--- config.mk ---
export PLATFORM = sky130hd
export DESIGN_NAME = lldsb_top
export DESIGN_NICKNAME = d
export VERILOG_FILES = /design/src/shared/lldsb_pkg.sv /design/src/design/lldsb_top.sv
export VERILOG_INCLUDE_DIRS = /design/src /design/src/shared
export SDC_FILE = /design/constraint.sdc
export NUM_CORES = 1
export LEC_CHECK = 0
export BUFFER_PORTS_ARGS = -buffer_cell sky130_fd_sc_hd__buf_2
export CAP_MARGIN = 30
export CORE_MARGIN = 4
export CORE_UTILIZATION = 46
export CTS_CLUSTER_DIAMETER = 200
export DETAILED_ROUTE_END_ITERATION = 10
export PLACE_DENSITY = 0.76
export SYNTH_ARGS = -nofsm -noshare
export SYNTH_HDL_FRONTEND = slang
export SYNTH_SLANG_ARGS = --single-unit
--- constraint.sdc ---
create_clock -name pclk -period 2.65 [get_ports pclk]
set_input_delay 0.53 -clock pclk [delete_from_list [all_inputs] [get_ports pclk]]
set_output_delay 0.53 -clock pclk [all_outputs]
set_load 0.01 [all_outputs]
--- src/shared/lldsb_defs.svh ---
`ifndef LLDSB_DEFS_SVH
`define LLDSB_DEFS_SVH
// Register byte offsets
`define LLDSB_OFF_CTRL 12'h000
`define LLDSB_OFF_STATUS 12'h004
`define LLDSB_OFF_IRQ_STAT 12'h008
`define LLDSB_OFF_IRQ_MASK 12'h00c
`define LLDSB_OFF_RX_INFO 12'h010
`define LLDSB_OFF_ACT 12'h014
// Control fields
`define LLDSB_CTRL_LINK_EN 0
`define LLDSB_CTRL_TRAINED 1
// Interrupt bit positions
`define LLDSB_IRQ_SENT 0
`define LLDSB_IRQ_RXMSG 1
`define LLDSB_IRQ_UP 2
// Reset values
`define LLDSB_CTRL_RST 2'h0
`define LLDSB_MASK_RST 3'h0
// Timing: init state holds for this many ns
`define LLDSB_INIT_NS 160
`define LLDSB_CLK_NS 20
`define LLDSB_INIT_CYC ((`LLDSB_INIT_NS + `LLDSB_CLK_NS - 1) / `LLDSB_CLK_NS)
// Transmit latency of a queued DLLP in cycles
`define LLDSB_TX_CYC 4
// Send command codes
`define LLDSB_CMD_NONE 2'h0
`define LLDSB_CMD_PM 2'h1
`define LLDSB_CMD_VEND 2'h2
`endif

--- src/shared/lldsb_pkg.sv ---
package lldsb_pkg;
  // Link layer states
  typedef enum logic [1:0] {
    LLDSB_INACTIVE = 2'b00,
    LLDSB_INIT = 2'b01,
    LLDSB_ACTIVE = 2'b10
  } lldsb_state_t;
  // Power-management type codes
  typedef enum logic [2:0] {
    LLDSB_PM_L1 = 3'b000,
    LLDSB_PM_L2 = 3'b001,
    LLDSB_PM_ASL1 = 3'b011,
    LLDSB_PM_ACK = 3'b100
  } lldsb_pm_t;
  // Send request from user logic
  typedef struct packed {
    logic [1:0] cmd;
    logic [2:0] pmtype;
    logic [23:0] vdata;
  } lldsb_txreq_t;
  // Received DLLP report
  typedef struct packed {
    logic valid;
    logic [2:0] pmtype;
    logic [23:0] vdata;
  } lldsb_rxmsg_t;
endpackage

--- src/design/lldsb_top.sv ---
// Decided for this implementation: the address map and the APB register port.
`timescale 1ns/1ps
`include "lldsb_defs.svh"
// Notes on behaviour
// - Idle status output while link inactive
// - Initialising output while in init state
// - Running output while in active state
// - Ready only when active and passing packets
// - Sent pulse once DLLP actually transmitted
// - Received PM type uses same encoding
// - Received vendor payload on output
// - Valid strobe qualifies received type, payload
// - Flag replay buffer empty
// - Flag DLLP waiting for transmission
// - Pulse on each packet received while link active
module lldsb_top (
  input wire logic pclk, // System clock
  input wire logic presetn, // Async reset, active low
  input wire logic psel, // APB select
  input wire logic penable, // APB enable
  input wire logic pwrite, // APB direction
  input wire logic [11:0] paddr, // APB address
  input wire logic [31:0] pwdata, // APB write data
  output logic [31:0] prdata, // APB read data
  output logic pready, // APB ready
  output logic pslverr, // APB error
  output logic irq, // Level interrupt
  input wire lldsb_pkg::lldsb_txreq_t tx_req, // User send request
  input wire lldsb_pkg::lldsb_rxmsg_t rx_dllp, // DLLP from receive path
  input wire logic rx_tlp, // Packet decoded from receive path
  input wire logic replay_pending, // Replay buffer holds packets
  output lldsb_pkg::lldsb_txreq_t tx_phy, // DLLP handed to link
  output logic link_layer_idle_state, // Inactive state
  output logic link_layer_initialising, // Init state
  output logic link_layer_running, // Active state
  output logic link_layer_ready, // Active and delivering
  output logic dllp_sent, // One-cycle sent pulse
  output lldsb_pkg::lldsb_rxmsg_t rx_msg, // Received DLLP report
  output logic replay_empty, // Replay buffer empty
  output logic dllp_pending, // DLLP waiting to send
  output logic tlp_received // One-cycle receive pulse
);
  import lldsb_pkg::*;

  localparam int INIT_CYC = `LLDSB_INIT_CYC;
  localparam int TX_CYC = `LLDSB_TX_CYC;

  // Register state
  logic [1:0] ctrl, next_ctrl; // Link enable and trained bits
  logic [2:0] irq_stat, next_irq_stat; // Sticky events
  logic [2:0] irq_mask, next_irq_mask; // Interrupt mask
  logic [31:0] next_prdata; // Read mux
  logic next_pready; // Access ack
  logic next_pslverr; // Unmapped flag
  logic next_irq; // Interrupt level
  // Link layer state
  lldsb_state_t state, next_state; // Current link state
  logic [7:0] init_cnt, next_init_cnt; // Init dwell counter
  // Transmit state
  logic busy, next_busy; // DLLP queued
  logic [3:0] tx_cnt, next_tx_cnt; // Transmit latency counter
  lldsb_txreq_t next_tx_phy; // Latched DLLP
  logic next_sent; // Sent pulse
  logic sent_seen, next_sent_seen; // Wait for command release
  // Receive outputs
  lldsb_rxmsg_t next_rx_msg; // Next receive report
  logic next_tlp_rcvd; // Next packet pulse
  logic [31:0] act_cnt, next_act_cnt; // Received packet count
  logic wr_en; // APB write strobe
  logic rd_en; // APB setup strobe

  // Refuse timing counts that the 8-bit and 4-bit counters cannot hold
  if (INIT_CYC < 1 || INIT_CYC > 255 || TX_CYC < 1 || TX_CYC > 15) begin : g_bad_timing
    $error("lldsb_top: timing constants out of range");
  end

  // Write lands at the access edge where pready is seen high
  assign wr_en = psel && penable && pwrite && pready;
  assign rd_en = psel && !penable;

  // Link layer state machine
  always_comb begin
    next_state = state;
    next_init_cnt = init_cnt;
    case (state)
      LLDSB_INACTIVE: begin
        next_init_cnt = 8'h00;
        if (ctrl[`LLDSB_CTRL_LINK_EN]) begin
          next_state = LLDSB_INIT;
        end
      end
      LLDSB_INIT: begin
        if (!ctrl[`LLDSB_CTRL_LINK_EN]) begin
          next_state = LLDSB_INACTIVE;
        end else if (init_cnt == 8'(INIT_CYC - 1)) begin
          next_state = LLDSB_ACTIVE;
        end else begin
          next_init_cnt = init_cnt + 8'h01;
        end
      end
      LLDSB_ACTIVE: begin
        if (!ctrl[`LLDSB_CTRL_LINK_EN]) begin
          next_state = LLDSB_INACTIVE;
        end
      end
      default: next_state = LLDSB_INACTIVE;
    endcase
  end

  // DLLP send path; a request is taken while not busy and after release
  always_comb begin
    next_busy = busy;
    next_tx_cnt = tx_cnt;
    next_tx_phy = tx_phy;
    next_sent = 1'b0;
    next_sent_seen = sent_seen;
    if (tx_req.cmd == `LLDSB_CMD_NONE) begin
      next_sent_seen = 1'b0;
    end
    if (busy) begin
      if (tx_cnt == 4'(TX_CYC - 1)) begin
        next_busy = 1'b0;
        next_sent = 1'b1;
        next_sent_seen = 1'b1;
        next_tx_phy = '0;
      end else begin
        next_tx_cnt = tx_cnt + 4'h1;
      end
    end else if (!sent_seen && state == LLDSB_ACTIVE &&
                 (tx_req.cmd == `LLDSB_CMD_PM || tx_req.cmd == `LLDSB_CMD_VEND)) begin
      next_busy = 1'b1;
      next_tx_cnt = 4'h0;
      next_tx_phy.cmd = tx_req.cmd;
      next_tx_phy.pmtype = tx_req.pmtype;
      next_tx_phy.vdata = (tx_req.cmd == `LLDSB_CMD_VEND) ? tx_req.vdata : 24'h000000;
    end
  end

  // Receive reporting, gated by active link
  always_comb begin
    next_rx_msg = '0;
    next_tlp_rcvd = 1'b0;
    if (state == LLDSB_ACTIVE && rx_dllp.valid) begin
      next_rx_msg = rx_dllp;
    end
    if (state == LLDSB_ACTIVE && rx_tlp) begin
      next_tlp_rcvd = 1'b1;
    end
  end

  // Registers, interrupt and APB answer
  always_comb begin
    next_ctrl = ctrl;
    next_irq_mask = irq_mask;
    next_irq_stat = irq_stat;
    next_act_cnt = act_cnt + (next_tlp_rcvd ? 32'h1 : 32'h0);
    next_pready = psel && !pready;
    next_pslverr = 1'b0;
    next_prdata = prdata;
    if (wr_en) begin
      case (paddr)
        `LLDSB_OFF_CTRL: next_ctrl = pwdata[1:0];
        `LLDSB_OFF_IRQ_STAT: next_irq_stat = irq_stat & ~pwdata[2:0];
        `LLDSB_OFF_IRQ_MASK: next_irq_mask = pwdata[2:0];
        `LLDSB_OFF_STATUS, `LLDSB_OFF_RX_INFO, `LLDSB_OFF_ACT: ;
        default: ;
      endcase
    end
    if (rd_en) begin
      case (paddr)
        `LLDSB_OFF_CTRL: next_prdata = {30'h0, ctrl};
        `LLDSB_OFF_STATUS: next_prdata = {26'h0, dllp_pending, replay_empty, link_layer_ready,
                                          link_layer_running, link_layer_initialising,
                                          link_layer_idle_state};
        `LLDSB_OFF_IRQ_STAT: next_prdata = {29'h0, irq_stat};
        `LLDSB_OFF_IRQ_MASK: next_prdata = {29'h0, irq_mask};
        `LLDSB_OFF_RX_INFO: next_prdata = {5'h0, rx_msg.pmtype, rx_msg.vdata};
        `LLDSB_OFF_ACT: next_prdata = act_cnt;
        default: next_prdata = 32'h0;
      endcase
      // Decoded in setup so the error stands when pready is sampled
      next_pslverr = !(paddr inside {`LLDSB_OFF_CTRL, `LLDSB_OFF_STATUS, `LLDSB_OFF_IRQ_STAT,
                                     `LLDSB_OFF_IRQ_MASK, `LLDSB_OFF_RX_INFO, `LLDSB_OFF_ACT});
    end
    // Hardware set wins over software clear
    if (next_sent) next_irq_stat[`LLDSB_IRQ_SENT] = 1'b1;
    if (next_rx_msg.valid) next_irq_stat[`LLDSB_IRQ_RXMSG] = 1'b1;
    if (next_state == LLDSB_ACTIVE && state != LLDSB_ACTIVE) next_irq_stat[`LLDSB_IRQ_UP] = 1'b1;
    next_irq = |(next_irq_stat & next_irq_mask);
  end

  // State registers
  always_ff @(posedge pclk or negedge presetn) begin
    if (!presetn) begin
      state <= LLDSB_INACTIVE;
      init_cnt <= 8'h00;
      busy <= 1'b0;
      tx_cnt <= 4'h0;
      tx_phy <= '0;
      sent_seen <= 1'b0;
      dllp_sent <= 1'b0;
      rx_msg <= '0;
      tlp_received <= 1'b0;
      act_cnt <= 32'h0;
      ctrl <= `LLDSB_CTRL_RST;
      irq_stat <= 3'h0;
      irq_mask <= `LLDSB_MASK_RST;
      irq <= 1'b0;
      prdata <= 32'h0;
      pready <= 1'b0;
      pslverr <= 1'b0;
      link_layer_idle_state <= 1'b1;
      link_layer_initialising <= 1'b0;
      link_layer_running <= 1'b0;
      link_layer_ready <= 1'b0;
      replay_empty <= 1'b1;
      dllp_pending <= 1'b0;
    end else begin
      state <= next_state;
      init_cnt <= next_init_cnt;
      busy <= next_busy;
      tx_cnt <= next_tx_cnt;
      tx_phy <= next_tx_phy;
      sent_seen <= next_sent_seen;
      dllp_sent <= next_sent;
      rx_msg <= next_rx_msg;
      tlp_received <= next_tlp_rcvd;
      act_cnt <= next_act_cnt;
      ctrl <= next_ctrl;
      irq_stat <= next_irq_stat;
      irq_mask <= next_irq_mask;
      irq <= next_irq;
      prdata <= next_prdata;
      pready <= next_pready;
      pslverr <= next_pslverr;
      link_layer_idle_state <= (next_state == LLDSB_INACTIVE);
      link_layer_initialising <= (next_state == LLDSB_INIT);
      link_layer_running <= (next_state == LLDSB_ACTIVE);
      link_layer_ready <= (next_state == LLDSB_ACTIVE) && next_ctrl[`LLDSB_CTRL_TRAINED];
      replay_empty <= !replay_pending;
      dllp_pending <= next_busy;
    end
  end
endmodule

Word-level counts from Yosys, hierarchy flattened
Index checks and enable logic that the tools add are counted.
Word-level totals
  register bits: 155
  input port bits: 108
  output and inout port bits: 100
  word-level logic and storage cells: 117
Cells by class
  add/sub/neg operators: 3
  equality and inequality tests: 18
  muxes and demuxes: 37
  bitwise gates (word level): 3
  reduce and logical (&&, ||, !) cells: 29
Operators with widths (number)
  32-bit case mux with 6 select lines: 1
  29-bit 2-to-1 mux: 3
  32-bit by 1-bit adder with 32-bit output: 1
  28-bit 2-to-1 mux: 1
  12-bit by 4-bit equality test with 1-bit output, second input constant: 2
  12-bit by 5-bit equality test with 1-bit output, second input constant: 2
  24-bit 2-to-1 mux: 1
  8-bit 2-to-1 mux: 2
  8-bit case mux with 2 select lines: 1
  1-bit 2-to-1 mux: 14
  12-bit by 3-bit equality test with 1-bit output, second input constant: 1
  12-bit logical NOT: 1
  2-bit 2-to-1 mux: 6
  3-bit 2-to-1 mux: 4
  4-bit 2-to-1 mux: 3
  1-bit logical AND: 11
  8-bit by 1-bit adder with 8-bit output, second input constant: 1
  8-bit by 3-bit equality test with 1-bit output, second input constant: 1
  2-bit != test, second input constant: 4
  3-bit bitwise AND: 2
  2-bit by 1-bit equality test with 1-bit output, second input constant: 3
  2-bit equality test, second input constant: 3
  2-bit logical NOT: 3
  2-bit case mux with 3 select lines: 1
  other kinds (11): 18

Longest topological paths before layout
  depth in word-level cells: 9
  gate-level depth with buffers: 10
  mapped depth without buffers: 9

Worst setup path after synthesis
No wires, ideal clock.
  kind: register to register
  start: register state[1]
  end: register act_cnt[26]
  library setup time: 0.079 ns
  data arrival time: 2.509 ns
  required time: 2.571 ns
  slack: 0.061 ns
  stages on the path, launching flop included: 11
  buffers on the path: 1
  period minus slack after synthesis: 2.589 ns
  path through: dfrtp_1 > nor2b_1 > clkbuf_1 > and2_1 > ha_1 > ha_1 > nand4_1 > nor4_2 > nand2_1 > nor3_1 > xor2_1
Between the ends
  longest elaborated chain between the ends: 5
Ends and longest elaborated chain
  start: declaration: RTL line lldsb_top.sv:57  | lldsb_state_t state, next_state;
  start signal: assignment: RTL line lldsb_top.sv:219  | state <= next_state;
  2-bit equality test: RTL line lldsb_top.sv:146  | if (state == LLDSB_ACTIVE && rx_tlp) begin
  1-bit logical AND: RTL line lldsb_top.sv:146
  1-bit 2-to-1 mux: RTL line lldsb_top.sv:146
  via next_tlp_rcvd: RTL line lldsb_top.sv:67  | logic next_tlp_rcvd;
  1-bit 2-to-1 mux: RTL line lldsb_top.sv:156  | next_act_cnt = act_cnt + (next_tlp_rcvd ? 32'h1 : 32'h0);
  32-bit by 1-bit adder with 32-bit output: RTL line lldsb_top.sv:156
  via next_act_cnt[26]: RTL line lldsb_top.sv:68  | logic [31:0] act_cnt, next_act_cnt;
  end signal: assignment: RTL line lldsb_top.sv:228  | act_cnt <= next_act_cnt;
  end: declaration: RTL line lldsb_top.sv:68
The timed path passes the listed nets, and every way through them passes these cells.
A chain may end at the register's enable or synchronous reset.

Final worst setup path
  start: register state[1]
  end: register act_cnt[21]
The elaborated chain is that of the path after synthesis.

==> run summary <==
Layout overhead on the synthesized area: 26.02%
Die area: 16550 µm²
WL per Instance: 17.14 µm
Input/output buffers: 178
Mapped Nets: 723
Register area: 3882 µm²
Leak: 0.004434 µW
Worst EP arrival: 2750 ps
Fillers: 1131
Worst Tran Pin Value: 666.2 ps
H-tree Lvls: 4
Crit-path max FO: 8
Slew HR: 55.59%
Post-route ant nets: 0
Post-CTS Setup Inserts: 0
Die H: 128.6 µm
Max Clock Skew: 7.645 ps
Vias in the first global route: 5376
Final hold violation count: 0
Worst EP required: 2940 ps
Largest net degree at the start of global routing: 70
Syn_area_per_cell: 10.99 µm²
Hold slack: 122.9 ps
# rows: 43
FF-to-FF path depth: 8
Gate Count Post-Synth: 609
Fmax: 406.6 MHz
Startpoint types: flop
I/O pins: 208
Final Wtd Congestion: 0.8067
Final setup vio count: 0
Slew Viols, Final: 0
Max_cap viols: 0
R2R Path End: act_cnt[21]
Outcome: finished clean
RSZ-0062 raised after global routing: false
Flops & latches, synth: 155
Pwr Density: 752.2 nW/µm²
Number of flops mapped to enable cells by yosys: 0
Post-layout nets: 901
First-pass GRT wire length: 27230 µm
Total track usage: 20.81%
Register area share after synthesis: 57.98%
Antenna violations before repair: 1
Dominant synthesized flop cell: dfrtp_1
Core ar.: 14040 µm²
Starting Density: 47.67%
Max rail drop VDD: 0.4068 mV
Post-route clock period utilization: 92.80%
Post-DP HPWL: 12200 µm
Root Driver: clkbuf_16
Starting DRT DRC Count: 321
Clk_lat worst skew: 420 ps
Number of buffers created by CTS: 17
Async set or reset register ratio after synthesis: 100.0%
Detailed Routing Iterations Pass 1: 5
R2r setup slk: 190 ps
Ant. Diodes: 0
Die width: 128.6 µm
Yosys warnings: 0
Routed WL: 16780 µm
Grt total ovfl: 0
Clock Path Buffers: 2
Share of layout cells above drive strength 1: 30.79%
Final min period: 2459 ps
Drt via density: 5.335
Via count: 5223
HP Class: in -> async
Synth cell types: 55
Worst R2R Start: state[1]
Cts hold-fix bufs: 0
Setup_tns: 0 ps
Crit end category: flop
Residual DRC count: 0
Clock Pin Slew Worst Setup and Hold Paths: 60 ps
CTS sink cnt: 155
Footprint of the multi-input gates: 2616 µm²
Synth Cell Area: 6694 µm²
Critical path class: reg -> reg
CTS tree: built
layer usage:
metal	up-vias	global-route usage (%)	routed length, µm
li1	2480	-	-
met4	2	6.547	305
met5	-	0	7
met2	144	34.97	8468
met3	24	4.898	824
met1	2573	26.89	7176
where the power goes:
part           leakage, µW  switching [µW]  internal, µW
Combinational      0.00206             547           429
Sequential         0.00208             227          2650
Clock             0.000298             934          1560
Total              0.00443            1710          4640
area by class of cell:
| type | count | share of cell area, % |
|---|---|---|
| Inverter | 18 | 0.8009 |
| Clock inverter | 14 | 2.121 |
| Timing Repair Buffer | 192 | 12.33 |
| Clock buffer | 17 | 5.043 |
| Tap cell | 180 | 2.670 |
| Multi-Input combinational cell | 403 | 31.01 |
| Sequential cell | 155 | 46.02 |
how the worst max path moves through the flow:
stage / from / to / slack [ps]
floorplan: state[1] / act_cnt[26] / 60
global placement: paddr[9] / link_layer_ready / 170
detailed placement: state[1] / act_cnt[21] / 150
CTS: state[1] / act_cnt[21] / 130
global route: state[1] / act_cnt[26] / 40
finish: state[1] / act_cnt[21] / 190
cells in the mapped netlist, types with 2 or more instances:
cell type / number / share of area (%)
dfrtp_1: 153 / 57
nand2_1: 93 / 5.2
o21ai_0: 36 / 2.7
and3_1: 34 / 3.2
mux2i_1: 29 / 4.3
clkbuf_1: 27 / 1.5
nor2_1: 26 / 1.5
o31ai_1: 23 / 2.6
nand3_1: 22 / 1.6
xnor2_1: 21 / 2.7
inv_1: 18 / 1.0
xor2_1: 12 / 1.6
a21oi_1: 10 / 0.75
a22o_1: 10 / 1.3
nand4_1: 10 / 0.93
nor2b_1: 8 / 0.75
ha_1: 6 / 1.1
nor3_1: 6 / 0.45
a2bb2oi_1: 4 / 0.52
a21o_1: 3 / 0.34
and2_1: 3 / 0.28
buf_4: 3 / 0.34
mux2_2: 3 / 0.50
nand2b_1: 3 / 0.28
nor4_2: 3 / 0.56
or3_1: 3 / 0.28
a211oi_1: 2 / 0.22
a31oi_1: 2 / 0.19
buf_1: 2 / 0.11
dfstp_2: 2 / 0.79
mux4_2: 2 / 0.67
nand3b_1: 2 / 0.22
nor4b_4: 2 / 0.71
o21a_1: 2 / 0.22
o221ai_1: 2 / 0.26
o22ai_1: 2 / 0.19
or4_1: 2 / 0.22
flip-flops by register name, summed over array words and instances (netlist names), 2 cells and up:
register / count
act_cnt: 32
ctrl: 2
init_cnt: 8
irq_mask: 3
irq_stat: 3
prdata: 32
rx_msg: 28
state: 2
tx_cnt: 4
tx_phy: 29
cell usage in the layout (no fill, tap or decap), drive strengths merged, types with 5 or more instances in the layout:
master and count:
xor2 12, nand4 10, a21oi 10, nor2 26, o31ai 23, o21ai 36
and3 34, dfrtp 153, nand2 93, ha 6, xnor2 21, a22o 10
inv 18, nand3 23, clkinv 8, mux2i 29, buf 192, clkbuf 17
nor4 5, nor3 6, nor2b 8
metrics by stage:
stage / cell area (µm²) / power, µW / worst slack, ps / cells / util (%)
finish: 8436 / 6345 / 190.9 / 979 / 60.07
global placement: 7810 / 3830 / 172.4 / 947 / 55.62
floorplan: 6694 / 3431 / 61.36 / 609 / -
global route: 8436 / 6659 / 37.68 / 979 / 60.07
detailed placement: 7810 / 3899 / 149.3 / 947 / 55.62
CTS: 8414 / 6397 / 131.7 / 978 / 59.92
critical path: stages (launching register included):
cell and delay [ps]:
dfrtp_2 430, nor2b_2 190, and2_1 180, ha_1 240
nand2_1 100, nor4_2 440, nor2b_1 420, nand4_1 180
xnor2_1 160
repair_timing:
item                                   in CTS  in global routing
resized for setup                           0                  1
endpoints found under the hold margin       0                  0
setup endpoints to repair                   0                  2
cells by family after synthesis:
logic type / synth area share [%]
adders and majority gates: 1.121
buffers and inverters: 3.047
AOI/OAI and AO/OA: 10.17
xor gates and xnor gates: 4.318
muxes: 5.738
and+or+nand+nor: 17.63
DFF: 57.98
(Power assumes the default switching activity.)
